--- src/pkg/vcp_pkg.sv ---
// Constants, register map and state encodings for the voice codec control block.
// Assumes a 250 MHz hclk; every register is one aligned 32-bit word on AHB-Lite.
// Function
// - Reset loads every control register default
// - Registers writable while powered down
// - Power bit 1 picks differential or single-ended earpiece
// - Power bit 0 clear powers down; gain bit7 depth
// - Master clock loss forces power-down
// - Clock-loss power-down floats serial transmit output
// - Power-down waits for current sample to finish
// - Gain bit 7 makes power-down ignore clock detector
// - Linear 15-bit or companded 8-bit sample format
// - Approximate mu-law/A-law; linear is two's complement
// - Power bit 6 mutes the microphone
// - Codes 0000-0101 extended mode, second stage on
// - Codes 1000-1101 normal mode, second stage off
// - Gain code resets to 1000 (23.5 dB)
// - Frame sync sampled on bit clock falling edge
// - Receive data captured on bit clock falling edge
// - Transmit bits launched on bit clock rising edge
// - Output floats after last bit's falling edge
// - Samples travel most significant bit first
package vcp_pkg;

    // Register byte offsets
    localparam logic [7:0] VCP_OFS_POWER   = 8'h00;  // Power control
    localparam logic [7:0] VCP_OFS_TXGAIN  = 8'h04;  // Transmit gain / sidetone
    localparam logic [7:0] VCP_OFS_FORMAT  = 8'h08;  // Sample format
    localparam logic [7:0] VCP_OFS_STATUS  = 8'h0C;  // Read-only state
    localparam logic [7:0] VCP_OFS_RXDATA  = 8'h10;  // Last received sample

    // Power control fields
    localparam int VCP_PWR_ON_BIT   = 0;  // 1 = powered up
    localparam int VCP_PWR_EAR_BIT  = 1;  // 1 = differential earpiece
    localparam int VCP_PWR_MUTE_BIT = 6;  // 1 = microphone muted
    localparam int VCP_PWR_W        = 8;  // Implemented width

    // Transmit gain fields
    localparam int VCP_TXG_CODE_MSB = 3;  // Gain code bits 3:0
    localparam int VCP_TXG_LOWPD    = 7;  // Low-power / detector override
    localparam int VCP_TXG_W        = 8;

    // Format fields
    localparam int VCP_FMT_LIN_BIT  = 0;  // 1 = 15-bit linear
    localparam int VCP_FMT_ALAW_BIT = 1;  // 1 = A-law, 0 = mu-law
    localparam int VCP_FMT_W        = 2;

    // Reset values
    localparam logic [7:0] VCP_PWR_RESET = 8'h00;
    localparam logic [7:0] VCP_TXG_RESET = 8'h08;  // Code 1000, 23.5 dB
    localparam logic [1:0] VCP_FMT_RESET = 2'h0;   // Companded, mu-law

    // Sample slot lengths
    localparam logic [4:0] VCP_BITS_LIN = 5'h0F;   // 15
    localparam logic [4:0] VCP_BITS_CMP = 5'h08;   // 8

    // Master clock watchdog time base
    localparam int VCP_CLK_MHZ      = 250;
    localparam int VCP_MCLK_LOSS_NS = 2000;        // Longest tolerated gap
    localparam int VCP_MCLK_LOSS_CYC = (VCP_MCLK_LOSS_NS * VCP_CLK_MHZ) / 1000;
    localparam int VCP_WD_W         = 10;

    // Power sequencing states, one-hot
    typedef enum logic [2:0] {
        VCP_ST_DOWN  = 3'b001,
        VCP_ST_UP    = 3'b010,
        VCP_ST_DRAIN = 3'b100
    } vcp_pwr_type;

endpackage : vcp_pkg

--- src/logic/vcp_codec_ctrl.sv ---
// Digital control of a voice codec: power sequencing, gain and mute controls,
// sample format selection and the framed serial sample port.
// Assumes an AHB-Lite master on hclk, a converter sample bus on hclk, and
// master clock and serial port pins asynchronous to hclk.
`timescale 1ns/1ps
`default_nettype none

module vcp_codec_ctrl
    import vcp_pkg::*;
(
    input  wire logic        hclk,
    input  wire logic        hresetn,
    input  wire logic        hsel,
    input  wire logic [31:0] haddr,
    input  wire logic [1:0]  htrans,
    input  wire logic        hwrite,
    input  wire logic [2:0]  hsize,
    input  wire logic [31:0] hwdata,
    input  wire logic        hready,
    output logic             hreadyout,
    output logic [31:0]      hrdata,
    output logic             hresp,
    input  wire logic        master_clk,
    input  wire logic [14:0] adc_sample,
    input  wire logic        serial_bit_clock,
    input  wire logic        frame_sync,
    input  wire logic        serial_rx_in,
    output logic             serial_tx_out,
    output logic             serial_tx_oe,
    output logic [14:0]      rx_sample,
    output logic             rx_sample_valid,
    output logic             powered_up,
    output logic             low_power_down,
    output logic             differential_earpiece_amp,
    output logic             single_ended_earpiece_amp,
    output logic             microphone_silence,
    output logic [3:0]       tx_gain_code,
    output logic             second_mic_stage_en,
    output logic [2:0]       transmit_gain_stage
);

    localparam logic [VCP_WD_W-1:0] WD_LIMIT = VCP_WD_W'(VCP_MCLK_LOSS_CYC);

    // Mu-law or A-law encode of a two's-complement linear sample
    function automatic logic [7:0] vcp_compand(input logic [14:0] x, input logic alaw);
        logic        sgn;
        logic [13:0] mag;
        logic [13:0] v;
        logic [13:0] sh;
        logic [2:0]  seg;
        logic [7:0]  c;
        sgn = x[14];
        // Ones-complement magnitude; the half-step error is within the law's tolerance
        mag = sgn ? ~x[13:0] : x[13:0];
        seg = 3'h0;
        if (alaw) begin
            v = {2'h0, mag[13:2]};
            for (int i = 1; i < 8; i++) begin
                if (v[i+4]) seg = 3'(i);
            end
            sh = (seg == 3'h0) ? (v >> 1) : (v >> seg);
            c = {~sgn, seg, sh[3:0]} ^ 8'h55;
        end else begin
            v = {1'b0, mag[13:1]} + 14'h0021;
            if (v[13]) v = 14'h1FFF;  // Clip above top segment
            for (int i = 0; i < 8; i++) begin
                if (v[i+5]) seg = 3'(i);
            end
            sh = v >> ({1'b0, seg} + 4'h1);  // Four bits wide: segment 7 shifts by 8
            c = {~sgn, ~seg, ~sh[3:0]};
        end
        return c;
    endfunction : vcp_compand

    // ---------------- Register bus ----------------
    logic [7:0]  pwr_q, pwr_d;          // Power control
    logic [7:0]  txg_q, txg_d;          // Transmit gain
    logic [1:0]  fmt_q, fmt_d;          // Format
    logic        wr_q, wr_d;            // Pending write data phase
    logic        rd_q, rd_d;            // Pending read data phase
    logic [7:0]  addr_q, addr_d;        // Latched byte offset
    logic        clk_ok_q;              // Master clock present
    vcp_pwr_type state_q;               // Power state
    logic [4:0]  bit_cnt_q;             // Bits shifted in current sample
    logic [14:0] rx_word_q;             // Last complete received word

    // Address phase capture and register writes
    always_comb begin
        logic take;
        take   = hsel && hready && htrans[1];
        wr_d   = take && hwrite;
        rd_d   = take && !hwrite;
        addr_d = take ? haddr[7:0] : addr_q;
        pwr_d  = pwr_q;
        txg_d  = txg_q;
        fmt_d  = fmt_q;
        // Writes land whatever the power state
        if (wr_q) begin
            case (addr_q)
                VCP_OFS_POWER:  pwr_d = hwdata[7:0];
                VCP_OFS_TXGAIN: txg_d = hwdata[7:0];
                VCP_OFS_FORMAT: fmt_d = hwdata[1:0];
                default:        ;  // Unmapped or read-only: ignored
            endcase
        end
    end

    // Register bus state; reset loads the defaults
    always_ff @(posedge hclk or negedge hresetn) begin
        if (!hresetn) begin
            pwr_q  <= VCP_PWR_RESET;
            txg_q  <= VCP_TXG_RESET;
            fmt_q  <= VCP_FMT_RESET;
            wr_q   <= 1'b0;
            rd_q   <= 1'b0;
            addr_q <= 8'h00;
        end else begin
            pwr_q  <= pwr_d;
            txg_q  <= txg_d;
            fmt_q  <= fmt_d;
            wr_q   <= wr_d;
            rd_q   <= rd_d;
            addr_q <= addr_d;
        end
    end

    // Read mux from register outputs; unmapped offsets read zero
    always_comb begin
        hrdata = 32'h0000_0000;
        if (rd_q) begin
            case (addr_q)
                VCP_OFS_POWER:  hrdata = {24'h000000, pwr_q};
                VCP_OFS_TXGAIN: hrdata = {24'h000000, txg_q};
                VCP_OFS_FORMAT: hrdata = {30'h00000000, fmt_q};
                VCP_OFS_STATUS: hrdata = {24'h000000, bit_cnt_q, state_q == VCP_ST_DRAIN,
                                          clk_ok_q, state_q != VCP_ST_DOWN};
                VCP_OFS_RXDATA: hrdata = {17'h00000, rx_word_q};
                default:        hrdata = 32'h0000_0000;
            endcase
        end
    end

    // Zero wait states, always OKAY
    assign hreadyout = 1'b1;
    assign hresp     = 1'b0;

    // ---------------- Master clock watchdog ----------------
    logic                mclk_s1_q, mclk_s2_q, mclk_s3_q;  // Synchroniser and history
    logic [VCP_WD_W-1:0] wd_q, wd_d;                       // Cycles since last edge
    logic                clk_ok_d;

    // Any master clock edge restarts the count; reaching the limit means loss
    always_comb begin
        wd_d     = wd_q;
        clk_ok_d = clk_ok_q;
        if (mclk_s2_q != mclk_s3_q) begin
            wd_d     = '0;
            clk_ok_d = 1'b1;
        end else if (wd_q >= WD_LIMIT - 1'b1) begin
            clk_ok_d = 1'b0;
        end else begin
            wd_d = wd_q + 1'b1;
        end
    end

    // Watchdog registers; no clock is assumed present until an edge is seen
    always_ff @(posedge hclk or negedge hresetn) begin
        if (!hresetn) begin
            mclk_s1_q <= 1'b0;
            mclk_s2_q <= 1'b0;
            mclk_s3_q <= 1'b0;
            wd_q      <= '0;
            clk_ok_q  <= 1'b0;
        end else begin
            mclk_s1_q <= master_clk;
            mclk_s2_q <= mclk_s1_q;
            mclk_s3_q <= mclk_s2_q;
            wd_q      <= wd_d;
            clk_ok_q  <= clk_ok_d;
        end
    end

    // ---------------- Power sequencing ----------------
    logic        override;      // Detector ignored
    logic        clk_loss_pd;   // Clock-loss power-down
    logic        down_req;      // Any reason to power down
    logic        busy;          // A sample is on the wire
    vcp_pwr_type state_d;

    assign override    = txg_q[VCP_TXG_LOWPD];
    assign clk_loss_pd = !clk_ok_q && !override;
    assign down_req    = !pwr_q[VCP_PWR_ON_BIT] || clk_loss_pd;
    assign busy        = armed_q || bit_cnt_q != 5'h00;  // Armed: first bit still due

    // Power-down is deferred while a sample is still shifting
    always_comb begin
        case (state_q)
            VCP_ST_DOWN:  state_d = down_req ? VCP_ST_DOWN : VCP_ST_UP;
            VCP_ST_UP: begin
                if (!down_req)  state_d = VCP_ST_UP;
                else if (busy)  state_d = VCP_ST_DRAIN;
                else            state_d = VCP_ST_DOWN;
            end
            VCP_ST_DRAIN: state_d = busy ? VCP_ST_DRAIN : VCP_ST_DOWN;
            default:      state_d = VCP_ST_DOWN;
        endcase
    end

    // Power state register
    always_ff @(posedge hclk or negedge hresetn) begin
        if (!hresetn) begin
            state_q <= VCP_ST_DOWN;
        end else begin
            state_q <= state_d;
        end
    end

    // Analog control outputs, all decoded combinationally from registers
    assign powered_up                = state_q != VCP_ST_DOWN;
    // Deeper power-down when bit 7 is set
    assign low_power_down            = !powered_up && txg_q[VCP_TXG_LOWPD];
    assign differential_earpiece_amp = powered_up && pwr_q[VCP_PWR_EAR_BIT];
    assign single_ended_earpiece_amp = powered_up && !pwr_q[VCP_PWR_EAR_BIT];
    assign microphone_silence        = pwr_q[VCP_PWR_MUTE_BIT];
    assign tx_gain_code              = txg_q[VCP_TXG_CODE_MSB:0];
    // Upper code bit low selects the extra 12 dB microphone stage
    assign second_mic_stage_en       = !txg_q[VCP_TXG_CODE_MSB];
    // Programmable stage in -2 dB steps
    assign transmit_gain_stage       = txg_q[2:0];

    // ---------------- Serial sample port ----------------
    logic        bclk_s1_q, bclk_s2_q, bclk_s3_q;  // Bit clock sync and history
    logic        fs_s1_q, fs_s2_q;                 // Frame sync sync
    logic        rxd_s1_q, rxd_s2_q;               // Receive data sync
    logic        bclk_rise, bclk_fall;
    logic [4:0]  bit_cnt_d;
    logic [4:0]  nbits_q, nbits_d;                 // Slot length this frame
    logic [14:0] tx_sh_q, tx_sh_d;                 // Transmit shifter, msb aligned
    logic [14:0] rx_sh_q, rx_sh_d;                 // Receive shifter
    logic [14:0] rx_word_d;
    logic        rx_vld_q, rx_vld_d;
    logic        armed_q, armed_d;                 // Frame seen, first bit pending
    logic        oe_q, oe_d;
    logic        txd_q, txd_d;

    assign bclk_rise = bclk_s2_q && !bclk_s3_q;
    assign bclk_fall = !bclk_s2_q && bclk_s3_q;

    // Frame, shift and capture sequencing
    always_comb begin
        bit_cnt_d = bit_cnt_q;
        nbits_d   = nbits_q;
        tx_sh_d   = tx_sh_q;
        rx_sh_d   = rx_sh_q;
        rx_word_d = rx_word_q;
        rx_vld_d  = 1'b0;
        armed_d   = armed_q;
        oe_d      = oe_q;
        txd_d     = txd_q;
        if (bclk_fall) begin
            if (busy) begin
                // Capture one receive bit, msb first
                rx_sh_d = {rx_sh_q[13:0], rxd_s2_q};
                if (bit_cnt_q == nbits_q) begin
                    // Last bit done: release the line and deliver the word
                    oe_d      = 1'b0;
                    bit_cnt_d = 5'h00;
                    rx_vld_d  = 1'b1;
                    rx_word_d = fmt_q[VCP_FMT_LIN_BIT] ? {rx_sh_q[13:0], rxd_s2_q}
                                                       : {7'h00, rx_sh_q[6:0], rxd_s2_q};
                end
            end else if (fs_s2_q && state_q == VCP_ST_UP) begin
                // Frame start; slot length and transmit sample frozen for the whole slot
                armed_d = 1'b1;
                if (fmt_q[VCP_FMT_LIN_BIT]) begin
                    nbits_d = VCP_BITS_LIN;
                    tx_sh_d = adc_sample;
                end else begin
                    nbits_d = VCP_BITS_CMP;
                    tx_sh_d = {vcp_compand(adc_sample, fmt_q[VCP_FMT_ALAW_BIT]), 7'h00};
                end
            end
        end else if (bclk_rise) begin
            if (armed_q || (busy && bit_cnt_q < nbits_q)) begin
                // Launch next bit, msb first, only inside the slot
                armed_d   = 1'b0;
                oe_d      = 1'b1;
                txd_d     = tx_sh_q[14];
                tx_sh_d   = {tx_sh_q[13:0], 1'b0};
                bit_cnt_d = bit_cnt_q + 5'h01;
            end
        end
    end

    // Serial port registers and pin synchronisers
    always_ff @(posedge hclk or negedge hresetn) begin
        if (!hresetn) begin
            bclk_s1_q <= 1'b0;
            bclk_s2_q <= 1'b0;
            bclk_s3_q <= 1'b0;
            fs_s1_q   <= 1'b0;
            fs_s2_q   <= 1'b0;
            rxd_s1_q  <= 1'b0;
            rxd_s2_q  <= 1'b0;
            bit_cnt_q <= 5'h00;
            nbits_q   <= VCP_BITS_CMP;
            tx_sh_q   <= 15'h0000;
            rx_sh_q   <= 15'h0000;
            rx_word_q <= 15'h0000;
            rx_vld_q  <= 1'b0;
            armed_q   <= 1'b0;
            oe_q      <= 1'b0;
            txd_q     <= 1'b0;
        end else begin
            bclk_s1_q <= serial_bit_clock;
            bclk_s2_q <= bclk_s1_q;
            bclk_s3_q <= bclk_s2_q;
            fs_s1_q   <= frame_sync;
            fs_s2_q   <= fs_s1_q;
            rxd_s1_q  <= serial_rx_in;
            rxd_s2_q  <= rxd_s1_q;
            bit_cnt_q <= bit_cnt_d;
            nbits_q   <= nbits_d;
            tx_sh_q   <= tx_sh_d;
            rx_sh_q   <= rx_sh_d;
            rx_word_q <= rx_word_d;
            rx_vld_q  <= rx_vld_d;
            armed_q   <= armed_d;
            oe_q      <= oe_d;
            txd_q     <= txd_d;
        end
    end

    // Losing the master clock floats the line at once, even mid-sample, unless gain bit 7 overrides the detector
    assign serial_tx_oe    = oe_q && !clk_loss_pd;
    assign serial_tx_out   = txd_q;
    assign rx_sample       = rx_word_q;
    assign rx_sample_valid = rx_vld_q;
endmodule : vcp_codec_ctrl

`default_nettype wire

--- config.mk ---
export PLATFORM = sky130hd
export DESIGN_NAME = vcp_codec_ctrl
export DESIGN_NICKNAME = d
export VERILOG_FILES = /design/src/pkg/vcp_pkg.sv /design/src/logic/vcp_codec_ctrl.sv
export SDC_FILE = /design/constraint.sdc
export NUM_CORES = 1
export LEC_CHECK = 0
export CAP_MARGIN = 20
export CORE_ASPECT_RATIO = 0.7
export CORE_MARGIN = 2
export CORE_UTILIZATION = 25
export CTS_CLUSTER_DIAMETER = 150
export DETAILED_ROUTE_END_ITERATION = 10
export DONT_BUFFER_PORTS = 1
export PLACE_DENSITY_LB_ADDON = 0.25
export REMOVE_ABC_BUFFERS = 1
export SETUP_SLACK_MARGIN = 0.05
export SYNTH_ARGS = -nofsm -noshare
export SYNTH_HDL_FRONTEND = slang
export SYNTH_SLANG_ARGS = --single-unit
--- constraint.sdc ---
create_clock -name hclk -period 2.75 [get_ports hclk]
set_input_delay 0.275 -clock hclk [delete_from_list [all_inputs] [get_ports hclk]]
set_output_delay 0.275 -clock hclk [all_outputs]
set_load 0.03 [all_outputs]
======== Word level (Yosys, flattened, before mapping) ========
Cells that the tools add are included.
word-level totals
  word-level logic and storage cells ...... 168
  register bits ........................... 110
  output and inout port bits .............. 65
  input port bits ......................... 93
cells by class
  equal/unequal tests ..................... 15
  order comparisons ....................... 2
  add/sub/neg operators ................... 4
  bitwise logic cells ..................... 7
  reductions and logical operators ........ 41
  shift operators ......................... 2
  mux-type cells .......................... 69
operators with widths
  operator                 number
  $mux W15                 8
  $mux W14                 6
  $pmux W15 S5             1
  $mux W3                  24
  $mux W5                  5
  $mux W10                 2
  $mux W1                  17
  $eq A8 B4 Y1 const B     2
  $add A13 B6 Y14 const B  1
  $not A14 Y14             1
  $shr A14 B4 Y4           1
  $logic_and A1 B1 Y1      13
  $mux W13                 1
  $shr A12 B3 Y4           1
  $add A10 B1 Y10 const B  1
  $ge A10 B9 Y1 const B    1
  $logic_not A1 Y1         10
  $pmux W3 S3              1
  $reduce_and A3 Y1        3
  $eq A8 B3 Y1 const B     1
  $eq A8 B5 Y1 const B     1
  $logic_not A8 Y1         1
  $not A4 Y4               2
  $reduce_and A2 Y1        4
  21 further kinds         32

======== Longest topological paths before layout ========
  depth after elaboration ................. 29
  gate-level depth with buffers ........... 13
  depth with buffers taken out ............ 11

======== Worst setup path after synthesis ========
Ideal clock, no wire load.
  path kind ............................... input port to flip-flop
  start point ............................. input port adc_sample[3]
  end point ............................... register tx_sh_q[7]
  data arrival time ....................... 2757 ps
  data required time ...................... 2611 ps
  path slack .............................. -147 ps
  library setup time ...................... 139 ps
  path buffers ............................ 2
  cell stages on the path ................. 12
  path through ............................ buf_4 or4_4 nor2_8 o31ai_2 a21oi_4 a311oi_1 o32ai_4 buf_6 mux2i_1 nor3_1 o211ai_1 o221ai_1
on the way
  word-level cells in the longest chain between the ends .. 29
  elaborated cells on any way between the ends .. 32
  those cells by class .................... 2 x add/sub; 2 x shift; 25 x mux; 3 x bitwise
RTL lines
  item                    RTL line               text
  start: declaration      vcp_codec_ctrl.sv:24   input wire logic [14:0] adc_sample,
  $not A14 Y14            vcp_codec_ctrl.sv:54   mag = sgn ? ~x[13:0] : x[13:0];
  $mux W14 *              vcp_codec_ctrl.sv:54
  $add A13 B6 Y14         vcp_codec_ctrl.sv:64   v = {1'b0, mag[13:1]} + 14'h0021;
  $mux W13                vcp_codec_ctrl.sv:65   if (v[13]) v = 14'h1FFF;
  $mux W14                vcp_codec_ctrl.sv:56   if (alaw) begin
  $mux W14                vcp_codec_ctrl.sv:275  if (fmt_q[VCP_FMT_LIN_BIT]) begin
  $mux W14                vcp_codec_ctrl.sv:272  end else if (fs_s2_q && state_q == VCP_ST_UP) begin
  $mux W14                vcp_codec_ctrl.sv:261  if (busy) begin
  [... 13 more ...]       --
  $add A3 B1 Y4           vcp_codec_ctrl.sv:69   sh = v >> ({1'b0, seg} + 4'h1);
  $shr A14 B4 Y4          vcp_codec_ctrl.sv:69
  $not A4 Y4              vcp_codec_ctrl.sv:70   c = {~sgn, ~seg, ~sh[3:0]};
  $mux W7 *               vcp_codec_ctrl.sv:56
  $mux W15 *              vcp_codec_ctrl.sv:275
  $mux W15 *              vcp_codec_ctrl.sv:272
  $mux W15 *              vcp_codec_ctrl.sv:261
  $mux W15 *              vcp_codec_ctrl.sv:260  if (bclk_fall) begin
  end signal: assignment  vcp_codec_ctrl.sv:324  tx_sh_q <= tx_sh_d;
  end: declaration        vcp_codec_ctrl.sv:238  logic [14:0] tx_sh_q, tx_sh_d;
Mark *: on every way between the ends. The rest lies on a longest branch, timed or not. The select of a mux whose other input is x is not followed.
A chain may end at the register's enable or synchronous reset.

======== Worst setup path in the final report ========
  start point ............................. register bit_cnt_q[4]
  end point ............................... register tx_sh_q[9]
on the way
  word-level cells in the longest chain between the ends .. 6
  elaborated cells on any way between the ends .. 8
  those cells by class .................... 1 x order compare; 1 x eq/ne; 6 x reduce/logical
RTL lines
  item                                                  RTL line               text
  start: declaration                                    vcp_codec_ctrl.sv:84   logic [4:0] bit_cnt_q;
  start signal: assignment                              vcp_codec_ctrl.sv:322  bit_cnt_q <= bit_cnt_d;
  branches (longest 5 deep; another with $lt A5 B5 Y1)  --
  $reduce_and A4 Y1 (no source line) *                  --
Every way passes the cells marked *.

==> flow_summary.json <==
{
  "htreeDepth": 3,
  "grtUsageTotal": 0.133,
  "cts_tree": "done",
  "synthCells": 740,
  "finClkSkew_ns": 0.00723,
  "post_cts.repair.setup_buffers": 0,
  "grt_pass1_wl_mm": 29.0,
  "clock_latency_ns": 0.35,
  "synth_edf_count": 0,
  "first_global_vias": 5062,
  "yosys.cell_count.top_type": "dfrtp_1",
  "num-fill-cells": 2753,
  "relSlewSlack": 0.475,
  "synth.yosys.warnings": 0,
  "synth_top_area_frac": 0.395,
  "hold_violations": 106,
  "worst_ep_arrival_time_ns": 2.78,
  "drt_pre_antenna_iters": 5,
  "period_needed_ns": 2.56,
  "synth.distinct_cells": 74,
  "reg2reg_to": "tx_sh_q[9]",
  "max_freq_mhz": 391,
  "wl_per_cell_um": 16.2,
  "layout-drive-gt1-share": 0.187,
  "hold_class": "in2async",
  "viasPerCell": 4.79,
  "multi_input_area_um2": 3560,
  "synth-seq-cells": 106,
  "netlist_top_cells_count": "dfrtp_1 (104), nand2_1 (102), nor2_1 (59)",
  "clk_path_buf_depth": 2,
  "worstMarginPinSlew_ns": 0.785,
  "regArea_um2": 2660,
  "port_buffers": 0,
  "cp.required_ns": 2.98,
  "whs_ns": -0.381,
  "r2r-start": "bit_cnt_q[4]",
  "fp.dieH_um": 140,
  "rsz0062_at_grt": "true",
  "ant_nets": 0,
  "syn_avg_cell_area_um2": 8.91,
  "drt_wl_total_mm": 18.1,
  "clock_sinks": 106,
  "antenna_found_initial": 0,
  "p_leak_nw": 3.27,
  "yosysSeqAreaShare": 0.403,
  "core_um2": 25800,
  "grt.overflow.total": 0,
  "grt_max_degree": 107,
  "vias": 5349,
  "dp_hpwl_mm": 13.2,
  "outcome": "complete, but fails checks",
  "dieArea_um2": 27700,
  "start_util": 0.256,
  "worstRegToRegCells": 8,
  "die_width_um": 198,
  "post-route-period-util": 0.929,
  "antenna_cells": 0,
  "layout.nets": 857,
  "clkTransAtPathRegs_ns": 0.07,
  "crit_fanout": 4,
  "drv_cap": 0,
  "io_pins": 158,
  "endpoint_kind": "register",
  "violations": "hold timing",
  "final_core_util": 0.290,
  "cts_hold_buffers": 5,
  "syn2layout_area_growth_pct": 13.3,
  "synth_area_um2": 6600,
  "p_total_mw": 4.59,
  "synth_area_leader_cell": "dfrtp_1",
  "route.detailed.drc": 0,
  "pwr_density_cell_nw_per_um2": 615,
  "vdd_drop_max_mv": 0.450,
  "reg2reg_slack_ns": 0.19,
  "rows": 49,
  "ys.flop_type": "dfrtp_1",
  "async_flop_share": 1.00,
  "setup_violations": 0,
  "cp-start-kind": "register",
  "cts_made_buffers": 9,
  "synth_area_leaders": "dfrtp_1 (39%), mux2_2 (8.4%), nand2_1 (5.8%)",
  "maxSlewViolCount": 0,
  "gp_congestion": 0.857,
  "drt_iter0_markers": 398,
  "critPathKind": "reg2reg",
  "root_buffer": "clkbuf_16"
}
[sequential cells by signal (all words and copies together) (netlist names), 2 cells and up]
signal     flops
txg_q          8
bit_cnt_q      5
wd_q          10
fmt_q          2
rx_sample     15
rx_sh_q       14
tx_sh_q       15
pwr_q          8
state_q        3
addr_q         8
[where the power goes]
| part | internal, mW | leakage, nW | switching, mW |
|---|---|---|---|
| Sequential | 1.83 | 1.32 | 0.246 |
| Combinational | 0.602 | 1.82 | 0.729 |
| Clock | 0.605 | 0.131 | 0.578 |
| Total | 3.04 | 3.27 | 1.55 |
[stage by stage]
| stage | worst slack [ns] | hold WS (ns) | std cells | area (um^2) | setup TNS, ns |
|---|---|---|---|---|---|
| 3_5_place_dp | -0.156 | -0.0175 | 1097 | 7140 | -0.467 |
| 4_1_cts | 0.129 | -0.395 | 1116 | 7450 | 0 |
| 6_report | 0.194 | -0.381 | 1116 | 7470 | 0 |
| 2_1_floorplan | -0.0986 | -0.0206 | 690 | 6280 | -0.928 |
| 5_1_grt | 0.0551 | -0.404 | 1116 | 7470 | 0 |
| 3_3_place_gp | -0.109 | -0.0179 | 1097 | 7140 | -0.312 |
[layer usage]
| metal | GRT usage | vias up | routed length, um |
|---|---|---|---|
| met3 | 0.0364 | 7 | 1120 |
| li1 | - | 2601 | - |
| met2 | 0.176 | 140 | 7300 |
| met1 | 0.213 | 2601 | 9620 |
| met5 | 0 | - | 0 |
| met4 | 0.0202 | 0 | 88 |
[critical path, stage by stage (launching register included)]
cell	delay, ns
dfrtp_1	0.39
nor4_2	0.32
and2_4	0.21
nand4b_1	0.16
or2_2	0.35
o21a_1	0.12
or3_1	0.38
a2111oi_0	0.38
a31oi_1	0.12
[cell type report]
class	instances	area share
Timing Repair Buffer	55	0.0603
Inverter	27	0.0136
Sequential cell	106	0.355
Multi-Input combinational cell	557	0.477
Tap cell	357	0.0598
Clock inverter	5	0.00435
Clock buffer	9	0.0301
[layout by cell type (no fill, tap or decap), types with 14 or more instances in the layout]
cell type	count
a22oi_1	15
nand3_1	28
mux2_2	49
xnor2_1	15
conb_1	19
a21oi_1	45
o21ai_0	36
nor2_1	59
inv_1	26
dfrtp_1	104
mux2i_1	14
buf_4	48
nand2_1	102
[cell families (layout without fill, tap and decap cells)]
| family | Yosys count | count (layout) | share of synthesized area |
|---|---|---|---|
| buffers and inverters | 94 | 96 | 0.0723 |
| AOI/OAI and AO/OA | 172 | 172 | 0.172 |
| xor gates and xnor gates | 24 | 24 | 0.0319 |
| and+or+nand+nor | 270 | 270 | 0.198 |
| muxes | 64 | 64 | 0.107 |
| adders and majority gates | 8 | 8 | 0.0152 |
| other | 2 | 19 | 0.00114 |
| DFF | 106 | 106 | 0.403 |
[timing repair]
action,4_1_cts,5_1_grt
endpoints found under the hold margin,111,106
setup endpoints to repair,6,13
gates resized for setup,4,6
[worst max path at each step]
stage / start / slack, ns / cells past startpoint / endpoint
2_1_floorplan: bclk_s2_q / -0.1 / 9 / tx_sh_q[8]
3_3_place_gp: adc_sample[4] / -0.11 / 12 / tx_sh_q[10]
3_5_place_dp: adc_sample[4] / -0.16 / 12 / tx_sh_q[10]
4_1_cts: bit_cnt_q[3] / 0.13 / 8 / tx_sh_q[9]
5_1_grt: bit_cnt_q[3] / 0.06 / 8 / tx_sh_q[9]
6_report: bit_cnt_q[4] / 0.19 / 8 / tx_sh_q[9]
(Power assumes the default switching activity.)
